## src/shared/adc_path_map.svh

```systemverilog
// Contract
// - channel picks reference one or two
// - channel measures positive minus negative input
// - four differential channels, zero to three
// - seven single-ended channels, zero to six
// - input field code equals input index
// - fixed 16x or bypass, then 1x-8x
// - total gain is product, 1x to 128x
// - gain held per channel configuration
// - gain 16 or more forces input buffer
// - crystal detected stops internal oscillator
// - eight rates, default 214.65 samples per second
// - rate bases are clock over 266240, 16640
// - rate held per channel
// - scanning divides rate by channel count
// - sinc4 line rejection only at slow rates
// - filter timing scales with converter clock
// - seven pins drive or sample levels
// - calibration runs in hardware, no interruption
// - calibration covers channels zero to three
// - two-bit calibration mode selects four modes
`ifndef ADC_PATH_MAP_SVH
`define ADC_PATH_MAP_SVH
`define NUM_CH 7
`define NUM_DIFF_CH 4
`define IDX_INCTL 6'h00
`define IDX_CFG 6'h08
`define IDX_CLK 6'h10
`define IDX_CAL 6'h11
`define IDX_SCAN 6'h12
`define IDX_GOUT 6'h13
`define IDX_GOE 6'h14
`define IDX_GIN 6'h15
`define IDX_STAT 6'h16
`define RST_INCTL 7'h00
`define RST_CFG 7'h70
`define RST_SCAN 8'h00
`define FIELD_W 7
`define SCAN_LAST_LSB 4
`define GAIN_FIXED_MIN 3'h4
`define RATE_SLOW_MAX 3'h3
`define CONV_SLOW_TICKS 266240
`define CONV_FAST_TICKS 16640
`define CLK_MHZ_X10K 2000000
`define CONV_CLK_HZ_X10 35717000
`endif

```

## src/shared/adc_path_pkg.sv

```systemverilog
package adc_path_pkg;
   typedef struct packed {
      logic ref_two;
      logic [2:0] pos;
      logic [2:0] neg;
   } chan_in_t;
   typedef struct packed {
      logic [2:0] rate;
      logic [2:0] gain;
      logic buf_en;
   } chan_cfg_t;
   typedef struct packed {
      logic [2:0] chan;
      chan_in_t sel;
      logic fixed_on;
      logic [1:0] programmable_gain_stage;
      logic buf_on;
      logic [2:0] rate;
      logic line_reject;
      logic [1:0] cal_mode;
      logic cal_active;
   } path_t;
   typedef enum logic [1:0] {
      CAL_OFF, CAL_OFS_CORR, CAL_BOTH_CORR, CAL_BOTH_EST
   } cal_mode_t;
   typedef enum {SEQ_IDLE, SEQ_CONV} seq_t;
endpackage

```

## src/core/adc_path_cfg.sv

```systemverilog
// The APB interface to the registers and the placing of the registers are this design's own decisions.
`timescale 1ns/1ps
`default_nettype none
`include "adc_path_map.svh"
module adc_path_cfg #(
   parameter int TICK_DIV = (`CLK_MHZ_X10K * 1000 + `CONV_CLK_HZ_X10 / 2) / `CONV_CLK_HZ_X10,
   parameter int CONV_SLOW = `CONV_SLOW_TICKS,
   parameter int CONV_FAST = `CONV_FAST_TICKS
) (
   input wire logic CLOCK,
   input wire logic RST,
   input wire logic PSEL,
   input wire logic PENABLE,
   input wire logic PWRITE,
   input wire logic [7:0] PADDR,
   input wire logic [31:0] PWDATA,
   output logic [31:0] PRDATA,
   output logic PREADY,
   output logic PSLVERR,
   input wire logic XTAL_SEEN,
   input wire logic [6:0] GPIO_IN,
   output logic [6:0] GPIO_OUT,
   output logic [6:0] GPIO_OE,
   output logic INT_OSC_ON,
   output logic EXT_CLK_USE,
   output adc_path_pkg::path_t PATH,
   output logic CONV_DONE
);
   function automatic logic gain_fixed(input logic [2:0] g);
      gain_fixed = g >= `GAIN_FIXED_MIN;
   endfunction

   function automatic logic buf_need(input adc_path_pkg::chan_cfg_t c);
      buf_need = gain_fixed(c.gain) | c.buf_en;
   endfunction

   function automatic logic [21:0] conv_len(input logic [2:0] r);
      logic [21:0] b;
      b = r[2] ? 22'(CONV_FAST) : 22'(CONV_SLOW);
      conv_len = b << (2'h3 - r[1:0]);
   endfunction

   // first above last wraps through six, so channel seven is never reached
   function automatic logic [2:0] next_chan(input logic [2:0] c, input logic [2:0] f, input logic [2:0] l);
      if (c == l) begin
         next_chan = f;
      end else if (c >= 3'h6) begin
         next_chan = 3'h0;
      end else begin
         next_chan = 3'(c + 3'h1);
      end
   endfunction

   function automatic logic is_inctl(input logic [5:0] i);
      is_inctl = i < 6'(`NUM_CH);
   endfunction

   function automatic logic is_cfg(input logic [5:0] i);
      is_cfg = i >= `IDX_CFG && i < `IDX_CFG + 6'(`NUM_CH);
   endfunction

   // register file
   adc_path_pkg::chan_in_t inctl_q [`NUM_CH];
   adc_path_pkg::chan_in_t inctl_d [`NUM_CH];
   adc_path_pkg::chan_cfg_t cfg_q [`NUM_CH];
   adc_path_pkg::chan_cfg_t cfg_d [`NUM_CH];
   logic [1:0] clk_q, clk_d;
   logic [1:0] cal_q, cal_d;
   logic [7:0] scan_q, scan_d;
   logic [6:0] gout_q, gout_d;
   logic [6:0] goe_q, goe_d;
   logic [31:0] prdata_q, prdata_d;
   logic pready_q, pready_d;
   logic slverr_q, slverr_d;

   // pin synchronisers
   logic [7:0] s1_q, s2_q, s3_q;
   logic [7:0] pin_q, pin_d;

   // sequencer
   adc_path_pkg::seq_t st_q, st_d;
   logic [2:0] ch_q, ch_d;
   logic [21:0] cnt_q, cnt_d;
   logic [21:0] len_q, len_d;
   logic [7:0] div_q, div_d;
   logic tick_q, tick_d;
   logic done_q, done_d;
   adc_path_pkg::path_t path_q, path_d;
   logic [1:0] osc_q, osc_d;

   logic [5:0] idx;
   logic acc, wr;
   logic conflict;
   logic [2:0] first_ch, last_ch, nxt_ch;
   logic scan_en;

   assign idx = PADDR[7:2];
   assign acc = PSEL & PENABLE & ~pready_q;
   assign wr = PSEL & PENABLE & pready_q & PWRITE;
   assign scan_en = scan_q[3];
   assign first_ch = scan_q[2:0] > 3'h6 ? 3'h6 : scan_q[2:0];
   assign last_ch = scan_q[6:4] > 3'h6 ? 3'h6 : scan_q[6:4];
   assign nxt_ch = next_chan(ch_q, first_ch, last_ch);

   // the host owns this; we only flag it in status
   always_comb begin
      conflict = 1'b0;
      for (int i = 0; i < `NUM_CH; i++) begin
         if (inctl_q[i].ref_two) begin
            for (int j = 0; j < `NUM_CH; j++) begin
               if (inctl_q[j].pos >= 3'h6 || inctl_q[j].neg >= 3'h6) begin
                  conflict = 1'b1;
               end
            end
         end
      end
   end

   // apb slave: answer one cycle into the access phase
   always_comb begin
      inctl_d = inctl_q;
      cfg_d = cfg_q;
      clk_d = clk_q;
      cal_d = cal_q;
      scan_d = scan_q;
      gout_d = gout_q;
      goe_d = goe_q;
      pready_d = acc;
      prdata_d = 32'h00000000;
      slverr_d = 1'b0;
      if (acc) begin
         if (is_inctl(idx)) begin
            prdata_d = 32'(inctl_q[idx[2:0]]);
         end else if (is_cfg(idx)) begin
            prdata_d = 32'(cfg_q[idx[2:0]]);
         end else begin
            unique case (idx)
               `IDX_CLK: prdata_d = 32'(clk_q);
               `IDX_CAL: prdata_d = 32'(cal_q);
               `IDX_SCAN: prdata_d = 32'(scan_q);
               `IDX_GOUT: prdata_d = 32'(gout_q);
               `IDX_GOE: prdata_d = 32'(goe_q);
               `IDX_GIN: prdata_d = 32'(pin_q[6:0]);
               `IDX_STAT: prdata_d = 32'({conflict, pin_q[7], st_q == adc_path_pkg::SEQ_CONV, ch_q});
               default: slverr_d = 1'b1;
            endcase
         end
      end
      if (wr) begin
         if (is_inctl(idx)) begin
            inctl_d[idx[2:0]] = PWDATA[`FIELD_W-1:0];
         end else if (is_cfg(idx)) begin
            cfg_d[idx[2:0]] = PWDATA[`FIELD_W-1:0];
         end else begin
            unique case (idx)
               `IDX_CLK: clk_d = PWDATA[1:0];
               `IDX_CAL: cal_d = PWDATA[1:0];
               `IDX_SCAN: scan_d = PWDATA[7:0];
               `IDX_GOUT: gout_d = PWDATA[6:0];
               `IDX_GOE: goe_d = PWDATA[6:0];
               default: ;
            endcase
         end
      end
   end

   always_ff @(posedge CLOCK) begin
      if (RST) begin
         for (int i = 0; i < `NUM_CH; i++) begin
            inctl_q[i] <= `RST_INCTL;
            cfg_q[i] <= `RST_CFG;
         end
         clk_q <= 2'h0;
         cal_q <= 2'h0;
         scan_q <= `RST_SCAN;
         gout_q <= 7'h00;
         goe_q <= 7'h00;
         prdata_q <= 32'h00000000;
         pready_q <= 1'b0;
         slverr_q <= 1'b0;
      end else begin
         inctl_q <= inctl_d;
         cfg_q <= cfg_d;
         clk_q <= clk_d;
         cal_q <= cal_d;
         scan_q <= scan_d;
         gout_q <= gout_d;
         goe_q <= goe_d;
         prdata_q <= prdata_d;
         pready_q <= pready_d;
         slverr_q <= slverr_d;
      end
   end

   // three stages; a level counts once stages two and three agree
   always_comb begin
      pin_d = pin_q;
      for (int i = 0; i < 8; i++) begin
         if (s2_q[i] == s3_q[i]) begin
            pin_d[i] = s3_q[i];
         end
      end
   end

   always_ff @(posedge CLOCK) begin
      if (RST) begin
         s1_q <= 8'h00;
         s2_q <= 8'h00;
         s3_q <= 8'h00;
         pin_q <= 8'h00;
      end else begin
         s1_q <= {XTAL_SEEN, GPIO_IN};
         s2_q <= s1_q;
         s3_q <= s2_q;
         pin_q <= pin_d;
      end
   end

   // clock choice: bit0 external, bit1 detection mode
   always_comb begin
      osc_d[1] = clk_q[0] | (clk_q[1] & pin_q[7]);
      osc_d[0] = ~osc_d[1];
   end

   // converter tick; filter and rate timing all count it, so they scale together
   always_comb begin
      div_d = div_q + 8'h01;
      tick_d = 1'b0;
      if (div_q == 8'(TICK_DIV - 1)) begin
         div_d = 8'h00;
         tick_d = 1'b1;
      end
   end

   always_comb begin
      st_d = st_q;
      ch_d = ch_q;
      cnt_d = cnt_q;
      len_d = len_q;
      done_d = 1'b0;
      path_d = path_q;
      path_d.cal_mode = cal_q;
      unique case (st_q)
         adc_path_pkg::SEQ_IDLE: begin
            if (scan_en) begin
               st_d = adc_path_pkg::SEQ_CONV;
               ch_d = first_ch;
            end
         end
         adc_path_pkg::SEQ_CONV: begin
            if (tick_q) begin
               cnt_d = cnt_q + 22'h000001;
               if (cnt_q == len_q - 22'h000001) begin
                  done_d = 1'b1;
                  cnt_d = 22'h000000;
                  ch_d = nxt_ch;
                  if (!scan_en) begin
                     st_d = adc_path_pkg::SEQ_IDLE;
                  end
               end
            end
         end
      endcase
      // latch at a conversion start only, never mid-conversion
      if (st_d == adc_path_pkg::SEQ_CONV && (st_q == adc_path_pkg::SEQ_IDLE || done_d)) begin
         path_d.chan = ch_d;
         path_d.sel = inctl_q[ch_d];
         path_d.fixed_on = gain_fixed(cfg_q[ch_d].gain);
         path_d.programmable_gain_stage = cfg_q[ch_d].gain[1:0];
         path_d.buf_on = buf_need(cfg_q[ch_d]);
         path_d.rate = cfg_q[ch_d].rate;
         path_d.line_reject = cfg_q[ch_d].rate <= `RATE_SLOW_MAX;
         path_d.cal_active = ch_d < 3'(`NUM_DIFF_CH);
         len_d = conv_len(cfg_q[ch_d].rate);
      end
      // correction runs beside conversion, so the sequence never pauses for it
      if (cal_q == adc_path_pkg::CAL_OFF) begin
         path_d.cal_active = 1'b0;
      end else if (st_q == adc_path_pkg::SEQ_CONV) begin
         // the channel just latched, not the one that is finishing
         path_d.cal_active = path_d.chan < 3'(`NUM_DIFF_CH);
      end
   end

   always_ff @(posedge CLOCK) begin
      if (RST) begin
         st_q <= adc_path_pkg::SEQ_IDLE;
         ch_q <= 3'h0;
         cnt_q <= 22'h000000;
         len_q <= 22'h000001;
         div_q <= 8'h00;
         tick_q <= 1'b0;
         done_q <= 1'b0;
         path_q <= '0;
         osc_q <= 2'h1;
      end else begin
         st_q <= st_d;
         ch_q <= ch_d;
         cnt_q <= cnt_d;
         len_q <= len_d;
         div_q <= div_d;
         tick_q <= tick_d;
         done_q <= done_d;
         path_q <= path_d;
         osc_q <= osc_d;
      end
   end

   assign PRDATA = prdata_q;
   assign PREADY = pready_q;
   assign PSLVERR = slverr_q;
   assign GPIO_OUT = gout_q;
   assign GPIO_OE = goe_q;
   assign INT_OSC_ON = osc_q[0];
   assign EXT_CLK_USE = osc_q[1];
   assign PATH = path_q;
   assign CONV_DONE = done_q;
endmodule
`default_nettype wire

```

## config.mk

```make
export PLATFORM = sky130hd
export DESIGN_NAME = adc_path_cfg
export DESIGN_NICKNAME = d
export VERILOG_FILES = /design/src/shared/adc_path_pkg.sv /design/src/core/adc_path_cfg.sv
export VERILOG_INCLUDE_DIRS = /design/src /design/src/shared
export SDC_FILE = /design/constraint.sdc
export NUM_CORES = 1
export LEC_CHECK = 0
export ABC_AREA = 1
export BUFFER_PORTS_ARGS = -buffer_cell sky130_fd_sc_hd__buf_2
export CAP_MARGIN = 10
export CORE_UTILIZATION = 64
export CTS_CLUSTER_DIAMETER = 150
export DETAILED_ROUTE_END_ITERATION = 16
export GPL_TIMING_DRIVEN = 1
export HOLD_SLACK_MARGIN = 0.06
export PLACE_DENSITY = 0.85
export SETUP_SLACK_MARGIN = 0.4
export SYNTH_ARGS = -nofsm -noshare
export SYNTH_HDL_FRONTEND = slang
export SYNTH_SLANG_ARGS = --single-unit
```

## constraint.sdc

```tcl
create_clock -name CLOCK -period 4.3 [get_ports CLOCK]
set_input_delay 0.43 -clock CLOCK [delete_from_list [all_inputs] [get_ports CLOCK]]
set_output_delay 0.43 -clock CLOCK [all_outputs]
set_load 0.02 [all_outputs]
```

==> run_results.csv <==
group,metric,value,unit
run_status,status,"completed",
die,core.rowCount,50,
final_layout,num-fill-cells,1535,
power,internal_power,3.90,mW
sta,slew_headroom,0.224,
placement,hpwl,23.4,mm
die,initial_utilization,0.659,
synth,synth_flop_cell,"dfxtp_1",
clocking,clk_pin_slew,0.06,ns
routing,antenna_left,0,
placement,placed_cells,2008,
final_layout,layout_common_cells,"nand2_1, dfxtp_1, inv_1",
power,p_seq_frac,0.494,
clocking,h-tree-depth,1,
final_layout,multiInputGateArea,5790,um2
min_path,worstHoldPathType,"in2reg",
sta,rsz0062_at_grt,"false",
final_layout,diodes,0,
clocking,worstSkewPairLatency,0.55,ns
power,swShare,0.226,
synth,yosysTopAreaCell,"dfxtp_1",
sta,fin_crit_sh,0.829,
sta,final.setup.tns,0,ns
global_routing,grt_max_degree,129,
routing,wl_met2,15.6,mm
sta,finalHoldViolations,0,
placement,gp_routability_congestion,0.934,
final_layout,layout_commonest_cell,"nand2_1",
power,switching_power,1.14,mW
sta,finalCriticalPeriod,3.57,ns
final_layout,seqCellArea,5350,um2
routing,drc,0,
sta,setup_viol,0,
final_layout,area_growth,10.2,%
synth,synth-async-reset-ratio,0,
clocking,cts_hold_buf,0,
global_routing,grt_pass1_vias,11008,
final_layout,layout.nets,1835,
power,ir_worst_vdd,405,uV
power,p_comb_frac,0.039,
die,die_area,20100,um2
placement,portBuffers,74,
global_routing,antenna_found_initial,0,
die,io_pins,125,
clocking,clk_root_buffer_cell,"clkbuf_16",
die,die_w,142,um
synth,syn_area,12500,um2
global_routing,grt_pass1_wl,55.1,mm
routing,post_drt_wl_per_cell,16.8,um
global_routing,overflow,0,
final_layout,layout.cells.non_filler,2055,
setup_path,crit_type,"reg2reg",
routing,drt-initial-drc-count,1519,
clocking,cts_sinks,267,
global_routing,grt.total_usage,0.342,
routing,dr_wl_met3,3.57,mm
synth,ys_ff_latch,267,
power,power_frac_clock,0.467,
synth,synth-edff-count,0,
routing,avgViaCountPerCell,5.89,
synth,synthTopCellsByArea,"dfxtp_1, nand2_1, inv_1",
clocking,cts.path.max_buffers,3,
clocking,tritoncts,"done",
sta,maxSlewViolCount,0,
setup_path,cp.arrival,3.95,ns
die,fp.coreArea,19000,um2
power,p_per_area,366,nW/um2
sta,skew,0.0179,ns
synth,ys_types,51,
job,maxCapViolations,0,
setup_path,end_kind,"flip-flop",
sta,max_slew.worst_pin.slew,1.16,ns
routing,wl_met1,14.1,mm
setup_path,crit_path_start_kind,"flip-flop",
synth,yosysSeqAreaShare,0.428,
synth,synth_top_area_frac,0.428,
routing,wl,34.5,mm
die,dieHeight,142,um
synth,syn_area_per_cell,7.20,um2
synth,yosysWarningCount,0,
sta,fmax,280,MHz
synth,postSynthCellCount,1737,
routing,top_layer,"met4",
final_layout,drive_gt1_frac,0.0997,
routing,vias,12103,
power,leakage,5.69,nW
routing,dr.pass1.iters,6,
setup_path,worstPathRequired,4.68,ns
setup_path,path_max_fanout,40,
clocking,cts_setup_buffers,0,
clocking,cts_made_buffers,27,
==> final timing paths <==
check,startpoint,endpoint,slack (ns),cells past startpoint
worst min register to register,s1_q[1],s2_q[1],0.40,2
worst max register to register,len_q[0],PATH[12],0.73,15
worst max-delay path,len_q[0],PATH[12],0.73,15
worst min-delay path,GPIO_IN[4],s1_q[4],0.08,3
==> what timing repair did <==
| action | CTS | global route |
|---|---|---|
| endpoints found under the hold margin | 0 | 0 |
| gates resized for setup | 0 | 1 |
| endpoints found under the setup margin | 0 | 1 |
==> synth_stat cells (11+ instances only) <==
cell type / instances
buf_4: 27
dfxtp_1: 267
xor2_1: 19
nor3_1: 37
clkbuf_1: 60
a221oi_1: 11
o22ai_1: 39
a211oi_1: 19
o211ai_1: 43
a21oi_1: 157
o21ai_0: 156
nand2_1: 270
o21ai_1: 16
inv_1: 229
nand4_1: 16
nor2_1: 177
nand3_1: 79
==> flip-flops by register name (all words and copies together) (netlist names) <==
| signal | cells |
|---|---|
| CONV_DONE | 1 |
| cal_q | 2 |
| PSLVERR | 1 |
| osc_q | 2 |
| PATH | 21 |
| cnt_q | 22 |
| pin_q | 8 |
| s3_q | 8 |
| div_q | 8 |
| GPIO_OE | 7 |
| cfg_q | 49 |
| inctl_q | 49 |
| clk_q | 2 |
| PREADY | 1 |
| tick_q | 1 |
| len_q | 11 |
| ch_q | 3 |
| scan_q | 8 |
| GPIO_OUT | 7 |
| st_q | 32 |
| s2_q | 8 |
| s1_q | 8 |
| PRDATA | 8 |
==> power by group through the flow <==
stage | clock network (mW) | registers, mW | logic [mW]
2_1_floorplan | 0 | 2.55 | 0.137
3_3_place_gp | 0 | 2.55 | 0.183
3_5_place_dp | 0 | 2.55 | 0.186
4_1_cts | 2.37 | 2.49 | 0.187
5_1_grt | 2.47 | 2.49 | 0.208
6_report | 2.36 | 2.49 | 0.195
==> per-stage QoR <==
stage / hold WS, ns / instance area, um2 / total power, mW / utilization / worst slack [ns]
floorplan: 0.388 / 12600 / 2.68 / - / 1.78
global placement: 0.391 / 12900 / 2.73 / 0.680 / 0.891
detailed placement: 0.392 / 12900 / 2.73 / 0.680 / 0.827
CTS: 0.0764 / 13800 / 5.05 / 0.727 / 0.804
global route: 0.0731 / 13800 / 5.17 / 0.727 / 0.430
finish: 0.0810 / 13800 / 5.05 / 0.727 / 0.734
==> layer usage <==
metal | vias to the layer above | GRT usage
met2 | 669 | 0.552
met1 | 5510 | 0.453
li1 | 5817 | -
met5 | - | 0
met4 | 0 | 0.136
met3 | 107 | 0.0638
==> worst max-delay path, cell delays in order (launching register included) <==
cell and delay (ns):
dfxtp_1 0.43, inv_2 0.11, ha_1 0.31, xor2_1 0.13, nand3_1 0.14, nor2_1 0.13
nand3_1 0.15, nor2_4 0.19, nand3_2 0.15, nand2_1 0.11, nand2_2 0.19, nand2_4 0.41
buf_4 0.34, a21oi_1 0.11, o211ai_1 0.38, a21oi_1 0.11
==> cell type report <==
| class | count | area share |
|---|---|---|
| well taps | 260 | 0.0236 |
| clock buffers | 37 | 0.0561 |
| flip-flops and latches | 267 | 0.388 |
| multi-input cells | 1147 | 0.420 |
| inverters | 240 | 0.0657 |
| clock inverters | 10 | 0.00872 |
| repair buffers | 94 | 0.0380 |
==> kinds of logic (layout without fill, tap and decap cells) <==
family / after synthesis / in the layout / synth area share
AND/OR/NAND/NOR: 622 / 622 / 0.216
flip-flops: 267 / 267 / 0.428
adder cells (fa/ha/maj): 5 / 5 / 0.00500
buffers and inverters: 346 / 381 / 0.117
XOR/XNOR: 26 / 26 / 0.0194
AO/OA/AOI/OAI: 470 / 470 / 0.215
other: 1 / 24 / 0.000300
(Power assumes the default switching activity.)
